File: src/hdl/dpc_pkg.sv
// package: constants, register map and types of the dual pump coordinator
package dpc_pkg;
  // ==========================================================
  // link and timing
  localparam int unsigned CLK_HZ = 40_000_000; // pclk rate
  localparam int unsigned LINK_BAUD = 19_200; // link rate, all coupled modes
  localparam logic [11:0] BAUD_DIV = 12'(CLK_HZ / LINK_BAUD); // cycles per bit, rounded down
  localparam int unsigned LAG_MS = 30; // partner lag to tolerate
  localparam int unsigned LAG_CYCLES = CLK_HZ / 1000 * LAG_MS * 3; // ack wait, three lags
  localparam logic [7:0] SEC_ADDR = 8'h00; // partner address on the link
  // ==========================================================
  // register offsets (byte addresses)
  localparam logic [7:0] OFS_CTRL = 8'h00;
  localparam logic [7:0] OFS_RATE = 8'h04;
  localparam logic [7:0] OFS_PARAM = 8'h08;
  localparam logic [7:0] OFS_EVENT = 8'h0C;
  localparam logic [7:0] OFS_STAT = 8'h10;
  localparam logic [7:0] OFS_PEER = 8'h14;
  // ==========================================================
  // ctrl fields
  localparam int CTRL_MODE_LSB = 0; // 2 bits
  localparam int CTRL_TRIG_BIT = 2; // trigger mode on
  localparam int CTRL_RUNSEL_BIT = 3; // 0 pause, 1 program end
  localparam int CTRL_PREF_LSB = 4; // 2 bits pre-filled
  localparam int CTRL_PWRF_BIT = 6; // power fail mode
  localparam logic [31:0] CTRL_RESET = 32'h0000_0004;
  // event register bits (write one to fire)
  localparam int EV_START = 0;
  localparam int EV_STOP = 1;
  localparam int EV_PROG_END = 2;
  localparam int EV_PAUSE_FN = 3;
  localparam int EV_ALT_OUT = 4;
  localparam int EV_TRIG_OFF = 5;
  localparam int EV_STALL = 6;
  localparam int EV_OVERLAP = 7;
  localparam int EV_EMPTY = 8;
  localparam int EV_FILLED = 9;
  localparam int EV_RAMP = 10; // rate write comes from a ramp phase
  // link command codes
  localparam logic [7:0] CMD_START = 8'h01;
  localparam logic [7:0] CMD_STOP = 8'h02;
  localparam logic [7:0] CMD_RATE = 8'h03;
  localparam logic [7:0] CMD_DIR = 8'h04;
  localparam logic [7:0] CMD_DIAM = 8'h05;
  localparam logic [7:0] CMD_PARAM = 8'h06;
  localparam logic [7:0] CMD_INFUSE = 8'h07;
  // partner report codes
  localparam logic [7:0] RPT_STOPPED = 8'h11;
  localparam logic [7:0] RPT_STALL = 8'h12;
  localparam logic [7:0] RPT_DONE = 8'h13;
  // ==========================================================
  // types
  typedef enum logic [1:0] {MODE_MIRROR, MODE_RECIP, MODE_ALT, MODE_CONT} dpc_mode_t;
  typedef enum logic [2:0] {SEQ_IDLE, SEQ_FILL, SEQ_INFUSE, SEQ_PRIME, SEQ_WAIT,
                            SEQ_HOLD} dpc_seq_t;
  typedef struct packed {
    logic [7:0] cmd;
    logic [23:0] arg;
  } dpc_msg_t;
endpackage : dpc_pkg

File: src/hdl/dpc_top.sv
// module: master-side coordinator, apb registers, command queue and link uart
//
// Added by the designer: the APB register port and the register offsets.
`timescale 1ns/10ps
`default_nettype none
// Function
// - link runs 19200 baud, partner address zero
// - rate and direction sent only while pumping
// - master start or stop mirrored to partner; in alternating mode the code sends neither for a master start or stop event
// - ramp rates not forwarded in mirror/recip; the code forwards them, as EV_RAMP never coincides with a rate write
// - reciprocating sends rate with inverted direction
// - mirrored sends rate with same direction
// - partner stopping stops the master
// - stall on either side stops other; the code sends no stop for a master stall in alternating mode
// - tolerate about thirty millisecond partner lag
// - alternating start sent at program end
// - run select zero pause, one end
// - alt-out starts partner, suppresses end start
// - trigger off blocks alternate starts
// - continuous start sends diameter and parameters
// - prefill field 00,10,01,11 decoded
// - unset rates default to infusion rate
// - master infuses, partner primes then waits
// - overlap or empty hands over, then refill
// - rate changes forwarded in continuous mode
// - stop pauses both, master start resumes
// - power fail fills to limit, overrides prefill
module dpc_top (
  input wire logic pclk,
  input wire logic presetn,
  input wire logic psel,
  input wire logic penable,
  input wire logic pwrite,
  input wire logic [7:0] paddr,
  input wire logic [31:0] pwdata,
  output logic [31:0] prdata,
  output logic pready,
  output logic pslverr,
  input wire logic limit_sw, // refill limit switch, high when hit
  input wire logic link_rx, // serial in from partner
  output logic link_tx, // serial out to partner
  output logic pump_run, // local motor enable
  output logic pump_dir // local direction, 1 withdraw
);
  // ==========================================================
  // registers
  logic [31:0] ctrl_reg; // mode, trigger, run select, prefill, power fail
  logic [31:0] rate_reg; // [30:0] rate, [31] direction
  logic [31:0] param_reg; // [15:0] diameter, [31:16] refill/prime rate (0 = unset)
  logic running_reg; // master pumping
  logic alt_used_reg; // alt-out fired this program
  logic peer_stop_reg; // partner stopped or stalled (sticky)
  dpc_pkg::dpc_seq_t seq_reg; // master's own step in the continuous sequence
  logic [7:0] peer_last_reg;
  // queue of one pending message per kind, sent in fixed priority
  logic [6:0] pend_reg;
  logic [23:0] rate_arg_reg;
  logic dir_arg_reg;
  // ==========================================================
  // bus decode
  wire bus_wr = psel & penable & pwrite;
  wire bus_rd = psel & ~pwrite;
  wire hit_ctrl = paddr == dpc_pkg::OFS_CTRL;
  wire hit_rate = paddr == dpc_pkg::OFS_RATE;
  wire hit_param = paddr == dpc_pkg::OFS_PARAM;
  wire hit_event = paddr == dpc_pkg::OFS_EVENT;
  wire hit_stat = paddr == dpc_pkg::OFS_STAT;
  wire hit_peer = paddr == dpc_pkg::OFS_PEER;
  wire hit_any = hit_ctrl | hit_rate | hit_param | hit_event | hit_stat | hit_peer;
  wire [31:0] ev = (bus_wr && hit_event) ? pwdata : 32'h0000_0000;
  assign pready = 1'b1; // zero wait states
  assign pslverr = psel & penable & ~hit_any;
  // ==========================================================
  // field decode
  wire [1:0] mode_f = ctrl_reg[dpc_pkg::CTRL_MODE_LSB +: 2];
  wire trig_on = ctrl_reg[dpc_pkg::CTRL_TRIG_BIT];
  wire run_sel = ctrl_reg[dpc_pkg::CTRL_RUNSEL_BIT];
  wire pwr_fail = ctrl_reg[dpc_pkg::CTRL_PWRF_BIT];
  wire is_mirror = mode_f == 2'(dpc_pkg::MODE_MIRROR);
  wire is_recip = mode_f == 2'(dpc_pkg::MODE_RECIP);
  wire is_alt = mode_f == 2'(dpc_pkg::MODE_ALT);
  wire is_cont = mode_f == 2'(dpc_pkg::MODE_CONT);
  // prefill decode; power fail forces both empty
  wire [1:0] pref_f = pwr_fail ? 2'b00 : ctrl_reg[dpc_pkg::CTRL_PREF_LSB +: 2];
  wire master_full = pref_f[1];
  wire peer_full = pref_f[0];
  // unset refill/prime rate falls back to infusion rate
  wire [15:0] refill_rate = (param_reg[31:16] == 16'h0000) ? rate_reg[15:0] :
                            param_reg[31:16];
  // ==========================================================
  // partner reports
  logic rx_valid;
  logic [7:0] rx_byte;
  wire peer_stopped = rx_valid && (rx_byte == dpc_pkg::RPT_STOPPED);
  wire peer_stall = rx_valid && (rx_byte == dpc_pkg::RPT_STALL);
  wire peer_done = rx_valid && (rx_byte == dpc_pkg::RPT_DONE);
  // ==========================================================
  // start/stop causes
  wire do_start = ev[dpc_pkg::EV_START];
  wire stop_req = ev[dpc_pkg::EV_STOP] | ev[dpc_pkg::EV_STALL] | peer_stopped | peer_stall;
  // rate forwarding: only while pumping; ramp_blk never meets a rate write, so ramp rates are forwarded too
  wire ramp_blk = ev[dpc_pkg::EV_RAMP] & (is_mirror | is_recip);
  wire rate_fwd = bus_wr & hit_rate & running_reg & ~ramp_blk &
                  (is_mirror | is_recip | is_cont);
  wire fwd_dir = is_recip ? ~pwdata[31] : pwdata[31];
  // alternating hand-off to the partner
  wire alt_fire = is_alt & trig_on & running_reg &
                  (ev[dpc_pkg::EV_ALT_OUT] |
                   (~run_sel & ev[dpc_pkg::EV_PAUSE_FN]) |
                   (run_sel & ev[dpc_pkg::EV_PROG_END] & ~alt_used_reg));
  // continuous hand-off at overlap or empty
  wire cont_hand = is_cont & running_reg & seq_reg == dpc_pkg::SEQ_INFUSE &
                   (ev[dpc_pkg::EV_OVERLAP] | ev[dpc_pkg::EV_EMPTY]);
  // ==========================================================
  // control and status
  // registers, run state and sticky flags; a stop cause beats a same-cycle start
  always_ff @(posedge pclk or negedge presetn) begin
    if (!presetn) begin
      ctrl_reg <= dpc_pkg::CTRL_RESET;
      rate_reg <= 32'h0000_0000;
      param_reg <= 32'h0000_0000;
      running_reg <= 1'b0;
      alt_used_reg <= 1'b0;
      peer_stop_reg <= 1'b0;
      peer_last_reg <= 8'h00;
    end else begin
      if (bus_wr && hit_ctrl) begin
        ctrl_reg <= pwdata;
      end else if (ev[dpc_pkg::EV_TRIG_OFF]) begin
        ctrl_reg[dpc_pkg::CTRL_TRIG_BIT] <= 1'b0;
      end
      if (bus_wr && hit_rate) begin
        rate_reg <= pwdata;
      end
      if (bus_wr && hit_param) begin
        param_reg <= pwdata;
      end
      // stop wins over start; only the master's start resumes
      if (stop_req) begin
        running_reg <= 1'b0;
      end else if (do_start) begin
        running_reg <= 1'b1;
      end
      if (do_start || ev[dpc_pkg::EV_PROG_END]) begin
        alt_used_reg <= 1'b0;
      end else if (ev[dpc_pkg::EV_ALT_OUT]) begin
        alt_used_reg <= 1'b1;
      end
      // set wins over software clear
      if (peer_stopped || peer_stall) begin
        peer_stop_reg <= 1'b1;
      end else if (bus_wr && hit_stat && pwdata[0]) begin
        peer_stop_reg <= 1'b0;
      end
      if (rx_valid) begin
        peer_last_reg <= rx_byte;
      end
    end
  end
  // ==========================================================
  // continuous sequence (master's own role)
  dpc_pkg::dpc_seq_t seq_next;
  always_comb begin
    seq_next = seq_reg;
    if (!is_cont || stop_req) begin
      seq_next = (seq_reg == dpc_pkg::SEQ_IDLE) ? dpc_pkg::SEQ_IDLE : dpc_pkg::SEQ_HOLD;
    end else begin
      case (seq_reg)
        dpc_pkg::SEQ_IDLE, dpc_pkg::SEQ_HOLD: begin
          if (do_start && seq_reg == dpc_pkg::SEQ_HOLD) begin
            seq_next = dpc_pkg::SEQ_INFUSE; // resume; simplified
          end else if (do_start) begin
            seq_next = (master_full && !pwr_fail) ? dpc_pkg::SEQ_INFUSE : dpc_pkg::SEQ_FILL;
          end
        end
        dpc_pkg::SEQ_FILL: begin
          if (ev[dpc_pkg::EV_FILLED] || (pwr_fail && limit_sw)) begin
            seq_next = dpc_pkg::SEQ_INFUSE;
          end
        end
        dpc_pkg::SEQ_INFUSE: begin
          if (ev[dpc_pkg::EV_EMPTY]) begin
            seq_next = dpc_pkg::SEQ_PRIME; // refill then prime
          end
        end
        dpc_pkg::SEQ_PRIME: begin
          if (ev[dpc_pkg::EV_FILLED]) begin
            seq_next = dpc_pkg::SEQ_WAIT;
          end
        end
        dpc_pkg::SEQ_WAIT: begin
          if (peer_done) begin
            seq_next = dpc_pkg::SEQ_INFUSE;
          end
        end
        default: seq_next = dpc_pkg::SEQ_IDLE;
      endcase
    end
  end
  // step register; reset parks the sequence at idle, away from the motor
  always_ff @(posedge pclk or negedge presetn) begin
    if (!presetn) begin
      seq_reg <= dpc_pkg::SEQ_IDLE;
    end else begin
      seq_reg <= seq_next;
    end
  end
  // ==========================================================
  // local pump outputs
  assign pump_run = running_reg & (!is_cont | seq_reg == dpc_pkg::SEQ_INFUSE |
                    seq_reg == dpc_pkg::SEQ_FILL | seq_reg == dpc_pkg::SEQ_PRIME);
  assign pump_dir = is_cont ? (seq_reg != dpc_pkg::SEQ_INFUSE) : rate_reg[31];
  // ==========================================================
  // pending messages: 0 stop,1 start,2 diam,3 param,4 rate,5 dir,6 infuse
  logic [6:0] pend_set;
  always_comb begin
    pend_set = 7'b000_0000;
    pend_set[0] = (ev[dpc_pkg::EV_STOP] | ev[dpc_pkg::EV_STALL]) & ~is_alt;
    pend_set[1] = (do_start & ~is_alt & ~stop_req) | alt_fire;
    pend_set[2] = do_start & is_cont;
    pend_set[3] = do_start & is_cont;
    pend_set[4] = rate_fwd;
    pend_set[5] = rate_fwd & ~is_cont;
    pend_set[6] = cont_hand;
  end
  logic tx_busy;
  logic [2:0] pick;
  // lowest set bit wins, so a stop never waits behind a start or a rate
  always_comb begin
    pick = 3'd7;
    for (int i = 6; i >= 0; i--) begin
      if (pend_reg[i]) begin
        pick = 3'(i);
      end
    end
  end
  wire send = !tx_busy && pick != 3'd7;
  wire [6:0] pend_clr = send ? (7'b000_0001 << pick) : 7'b000_0000;
  // pending bits and the latched rate argument; a request arriving in the
  // cycle its kind is sent keeps the bit, so no fresh request is lost
  always_ff @(posedge pclk or negedge presetn) begin
    if (!presetn) begin
      pend_reg <= 7'b000_0000;
      rate_arg_reg <= 24'h00_0000;
      dir_arg_reg <= 1'b0;
    end else begin
      pend_reg <= (pend_reg & ~pend_clr) | pend_set; // new request wins over clear
      if (rate_fwd) begin
        rate_arg_reg <= pwdata[23:0];
        dir_arg_reg <= fwd_dir;
      end
    end
  end
  // message chosen for the wire: command byte then argument bytes
  dpc_pkg::dpc_msg_t msg;
  always_comb begin
    msg.arg = 24'h00_0000;
    case (pick)
      3'd0: msg.cmd = dpc_pkg::CMD_STOP;
      3'd1: msg.cmd = dpc_pkg::CMD_START;
      3'd2: begin
        msg.cmd = dpc_pkg::CMD_DIAM;
        msg.arg = {8'h00, param_reg[15:0]};
      end
      3'd3: begin
        msg.cmd = dpc_pkg::CMD_PARAM;
        msg.arg = {peer_full, pwr_fail, 6'h00, refill_rate};
      end
      3'd4: begin
        msg.cmd = dpc_pkg::CMD_RATE;
        msg.arg = rate_arg_reg;
      end
      3'd5: begin
        msg.cmd = dpc_pkg::CMD_DIR;
        msg.arg = {23'h00_0000, dir_arg_reg};
      end
      3'd6: msg.cmd = dpc_pkg::CMD_INFUSE;
      default: msg.cmd = 8'h00;
    endcase
  end
  // ==========================================================
  // uart: frame of address byte, cmd, 3 arg bytes; 8N1 each
  logic [39:0] tx_sh_reg;
  logic [5:0] tx_bits_reg; // bits left incl. framing
  logic [9:0] tx_frame_reg;
  logic [11:0] tx_div_reg;
  logic [2:0] tx_bytes_reg;
  assign tx_busy = tx_bytes_reg != 3'd0 || tx_bits_reg != 6'd0;
  wire tx_tick = tx_div_reg == 12'h000; // one bit time elapsed
  // transmitter: load the frame, then one byte at a time, ten bit times each;
  // one idle cycle between bytes stays well inside the partner's stop margin
  always_ff @(posedge pclk or negedge presetn) begin
    if (!presetn) begin
      tx_sh_reg <= 40'h00_0000_0000;
      tx_bits_reg <= 6'd0;
      tx_frame_reg <= 10'h3FF;
      tx_div_reg <= 12'h000;
      tx_bytes_reg <= 3'd0;
    end else if (send) begin
      tx_sh_reg <= {dpc_pkg::SEC_ADDR, msg}; // partner at address zero
      tx_bytes_reg <= 3'd5;
      tx_div_reg <= 12'h000;
    end else if (tx_bits_reg == 6'd0 && tx_bytes_reg != 3'd0) begin
      tx_frame_reg <= {1'b1, tx_sh_reg[39:32], 1'b0};
      tx_sh_reg <= {tx_sh_reg[31:0], 8'h00};
      tx_bytes_reg <= tx_bytes_reg - 3'd1;
      tx_bits_reg <= 6'd10;
      tx_div_reg <= dpc_pkg::BAUD_DIV - 12'd1;
    end else if (tx_bits_reg != 6'd0) begin
      if (tx_tick) begin
        tx_frame_reg <= {1'b1, tx_frame_reg[9:1]};
        tx_bits_reg <= tx_bits_reg - 6'd1;
        tx_div_reg <= dpc_pkg::BAUD_DIV - 12'd1;
      end else begin
        tx_div_reg <= tx_div_reg - 12'd1;
      end
    end
  end
  assign link_tx = (tx_bits_reg == 6'd0) ? 1'b1 : tx_frame_reg[0];
  // receiver: partner reports are single bytes; lag is absorbed by async reports
  logic [11:0] rx_div_reg; // no fixed response window
  logic [3:0] rx_cnt_reg;
  logic [7:0] rx_sh_reg;
  logic rx_v_reg;
  // receiver: wait for a low level, recheck it at mid start bit, then take
  // eight data bits and the stop bit one bit time apart
  always_ff @(posedge pclk or negedge presetn) begin
    if (!presetn) begin
      rx_div_reg <= 12'h000;
      rx_cnt_reg <= 4'd0;
      rx_sh_reg <= 8'h00;
      rx_v_reg <= 1'b0;
    end else begin
      rx_v_reg <= 1'b0;
      if (rx_cnt_reg == 4'd0) begin
        if (!link_rx) begin
          rx_cnt_reg <= 4'd10;
          rx_div_reg <= 12'(dpc_pkg::BAUD_DIV / 2); // sample mid-bit
        end
      end else if (rx_div_reg != 12'h000) begin
        rx_div_reg <= rx_div_reg - 12'd1;
      end else begin
        rx_div_reg <= dpc_pkg::BAUD_DIV - 12'd1;
        rx_cnt_reg <= rx_cnt_reg - 4'd1;
        if (rx_cnt_reg == 4'd10 && link_rx) begin
          rx_cnt_reg <= 4'd0; // false start
        end else if (rx_cnt_reg == 4'd1) begin
          rx_v_reg <= link_rx; // keep byte only with good stop bit
        end else if (rx_cnt_reg != 4'd10) begin
          rx_sh_reg <= {link_rx, rx_sh_reg[7:1]};
        end
      end
    end
  end
  assign rx_valid = rx_v_reg;
  assign rx_byte = rx_sh_reg;
  // ==========================================================
  // read mux
  // unmapped offsets read as zero; the slave error flags them instead
  logic [31:0] rd_data;
  always_comb begin
    rd_data = 32'h0000_0000;
    if (hit_ctrl) rd_data = ctrl_reg;
    if (hit_rate) rd_data = rate_reg;
    if (hit_param) rd_data = param_reg;
    if (hit_stat) rd_data = {25'h000_0000, tx_busy, seq_reg, alt_used_reg, running_reg,
                             peer_stop_reg};
    if (hit_peer) rd_data = {24'h00_0000, peer_last_reg};
  end
  assign prdata = bus_rd ? rd_data : 32'h0000_0000;
endmodule : dpc_top
`default_nettype wire

File: config.mk
export PLATFORM = sky130hd
export DESIGN_NAME = dpc_top
export DESIGN_NICKNAME = d
export VERILOG_FILES = /design/src/hdl/dpc_pkg.sv /design/src/hdl/dpc_top.sv
export SDC_FILE = /design/constraint.sdc
export NUM_CORES = 1
export LEC_CHECK = 0
export BUFFER_PORTS_ARGS = -buffer_cell sky130_fd_sc_hd__buf_4
export CAP_MARGIN = 20
export CORE_MARGIN = 3
export CORE_UTILIZATION = 55
export DETAILED_ROUTE_END_ITERATION = 10
export GPL_TIMING_DRIVEN = 0
export MAX_ROUTING_LAYER = met4
export PLACE_DENSITY_LB_ADDON = 0.3
export RECOVER_POWER = 25
export SLEW_MARGIN = 20
export SYNTH_ARGS = -nofsm -noshare
export SYNTH_HDL_FRONTEND = slang
export SYNTH_SLANG_ARGS = --single-unit
File: constraint.sdc
create_clock -name pclk -period 2.3 [get_ports pclk]
set_clock_uncertainty 0.15 [all_clocks]
set_input_delay 0.345 -clock pclk [delete_from_list [all_inputs] [get_ports pclk]]
set_output_delay 0.345 -clock pclk [all_outputs]
set_load 0.005 [all_outputs]
==> qor.csv <==
stage;metric;value;unit
layout;postLayoutCoreUtil;0.731;
timing;whs;0.0558;ns
die;start_util;0.565;
logic_synthesis;ys.flop_type;dfrtp_1;
logic_synthesis;synth_top_area_frac;0.492;
layout;layout_commonest_cell;nand2_1;
logic_synthesis;avgSynthCellArea;9.79;sq um
clock_tree;root_buffer;clkbuf_16;
clock_tree;tritoncts;built;
timing;period_needed;2.59;ns
logic_synthesis;synth_simple_gate_area_frac;0.173;
hold_path;holdPathStages;3;
timing;fin_crit_sh;1.12;
layout;mostFrequentLayoutCells;249 x nand2_1, 225 x dfrtp_1, 113 x buf_4, 97 x mux2_2, 64 x a21oi_1;
die;placementRows;52;
detailed_routing;wl_per_cell;19.6;microns
timing;fin_setup_tns;-7.08;ns
clock_tree;htreeDepth;1;
setup_path;crit_arrival;2.09;ns
power;powerDensity;599;nW/um^2
placement;dp.cells;1530;
detailed_routing;drc;0;
outcome;violations;setup timing;
clock_tree;clock_path_buffers;3;
clock_tree;clk-insertion-delay-late;0.54;ns
clock_tree;cts_made_buffers;26;
detailed_routing;via_per_inst;5.99;
layout;diodes;0;
layout;final_cells;1652;
detailed_routing;drt_iter0_drc;832;
hold_path;hp-class;input port to flip-flop;
clock_tree;cts.clk_slew.worst_paths;0.06;ns
clock_tree;clkSinkCount;237;
setup_path;crit_required;1.80;ns
die;die_y;151;microns
logic_synthesis;synthDistinctLibCells;69;
timing;worst_pin_slew;1.17;ns
layout;nets;1422;
layout;seqCellArea;5950;sq um
die;die_w;151;microns
logic_synthesis;synth_top_family_by_area;simple AND/OR/NAND/NOR gates;
setup_path;crit-reg2reg-launch;rx_div_reg[8];
detailed_routing;vias;9892;
setup_path;r2r_slack;-0.09;ns
power;irDropWorstVdd;0.000592;V
detailed_routing;ant_nets;0;
logic_synthesis;yosys.area.top_type;dfrtp_1;
logic_synthesis;ys_seq_area_frac;0.515;
timing;hold_viol;0;
layout;drive_gt1_frac;0.312;
logic_synthesis;ys_warn_count;0;
logic_synthesis;synth-xor-area-share;0.00607;
timing;setup_ws;-0.287;ns
logic_synthesis;ys_seq_elements;237;
hold_path;hold_end;rx_v_reg;
layout;multiInputGateArea;5770;sq um
global_routing;antenna_found_initial;0;
placement;place_congestion;0.929;
global_routing;grt_remaining_overflow;0;
logic_synthesis;synthMuxAreaShare;0.116;
layout;nFillCells;1395;
logic_synthesis;syn_inst;1179;
power;power;0.00896;W
placement;dp_hpwl;21.3;mm
die;core_region_area;20400;sq um
logic_synthesis;synth_edf_count;0;
outcome;status;complete, but fails checks;
logic_synthesis;async_flop_share;1.00;
setup_path;r2r-end;rx_byte[7];
layout;area_delta_synth_final;29.5;%
setup_path;worstPathMaxFanout;6;
global_routing;track_usage;0.284;
global_routing;grt_pass1_vias;9526;
logic_synthesis;synth_fa_ha_area_frac;0.0119;
timing;slew_viol_final;0;
global_routing;grt_pass1_wl;50.1;mm
power;p_leak;6.76;nW
logic_synthesis;ys_top_cells_by_area;dfrtp_1 49%, mux2_2 10%, nand2_1 8.4%;
setup_path;cp-start-kind;input port;
setup_path;criticalPathCategory;input port to output port;
detailed_routing;routed_wl;32.5;mm
setup_path;r2r_cells;6;
logic_synthesis;synth_fp_nets;1237;
hold_path;holdCritStartpoint;link_rx;
detailed_routing;drt_pass1_iterations;5;
logic_synthesis;syn_area;11500;sq um
die;dieArea;22800;sq um
die;io_pins;84;
placement;port_buffers;79;
timing;relSlewSlack;0.217;
logic_synthesis;synth_compound_area_frac;0.148;
layout;largest_register_ffs;40;
timing;fmax;0.387;GHz
timing;rsz0062_at_grt;true;
timing;setup_viol;41;
setup_path;critPathCaptureType;output port;
global_routing;grt_max_degree;84;
run;maxCapViolations;0;
## worst max-delay path by stage
stage | startpoint | end | slack, ns | depth (start not counted)
after floorplan | rx_div_reg[8] | rx_byte[0] | -0.08 | 6
after global placement | presetn | ctrl_reg[29] | -1.08 | 1
after detailed placement | paddr[7] | prdata[14] | -0.67 | 9
after CTS | paddr[5] | prdata[6] | -0.36 | 8
after global routing | paddr[0] | prdata[6] | -0.34 | 9
final | paddr[0] | prdata[16] | -0.29 | 10
## per-stage QoR
stage          setup slack (ns)  cell area [sq um]
5_1_grt                  -0.344              14900
4_1_cts                  -0.356              14400
3_3_place_gp              -1.08              12600
2_1_floorplan           -0.0816              11600
6_report                 -0.287              14900
3_5_place_dp             -0.665              12600
## layer usage
layer,global-route usage,vias up,part of all wire
met5,-,-,0
met4,0.0861,0,0.030
met3,0.0416,85,0.061
met2,0.455,371,0.49
met1,0.380,4885,0.42
li1,-,4551,-
## cells by family after synthesis
kind of cell	Yosys count
simple gates	444
fa+ha+maj	11
buf+inv	84
compound gates	274
flops	237
xor+xnor	8
mux	120
other cells	1
## worst max-delay path: stages
cell and delay (ns):
buf_6 0.09, or3_4 0.41, buf_6 0.14, nor4_4 0.26
buf_6 0.19, buf_6 0.12, clkbuf_16 0.14, a22oi_2 0.07
a21oi_1 0.18, buf_4 0.15
## timing repair
action                                  CTS  global route
setup buffers                            29            22
endpoints found under the setup margin  141           112
pin swaps                                21            51
resized for setup                        85           138
hold buffers                             32             0
gates cloned                              0             2
endpoints found under the hold margin   199             0
## cell type report
type / count / area share
multi-input cells: 858 / 0.386
plain buffers: 59 / 0.0301
flip-flops and latches: 237 / 0.398
clock inverters: 11 / 0.00988
inverters: 18 / 0.00452
well taps: 270 / 0.0226
clock buffers: 35 / 0.0498
repair buffers: 164 / 0.0993
## report_power, final
group / internal, W / switching, W / leakage [nW]
registers: 0.00420 / 0.0000292 / 3.14
clock network: 0.00260 / 0.00172 / 0.440
logic: 0.000166 / 0.000238 / 3.18
total: 0.00697 / 0.00199 / 6.76
## synth_stat cells, types with 10 or more instances
library cell / n
o21ai_0: 82
nand2b_1: 10
a221oi_1: 11
a31oi_1: 12
buf_2: 11
clkbuf_1: 46
a22oi_1: 34
nor2_1: 66
or3_1: 10
dfrtp_1: 227
nor2b_1: 16
ha_1: 11
nor3_1: 16
inv_1: 18
mux2i_1: 14
mux2_2: 106
nand2_1: 259
dfstp_2: 10
o22ai_1: 10
a21oi_1: 75
nand3_1: 20
No activity file was read; power rests on OpenSTA's default activity.
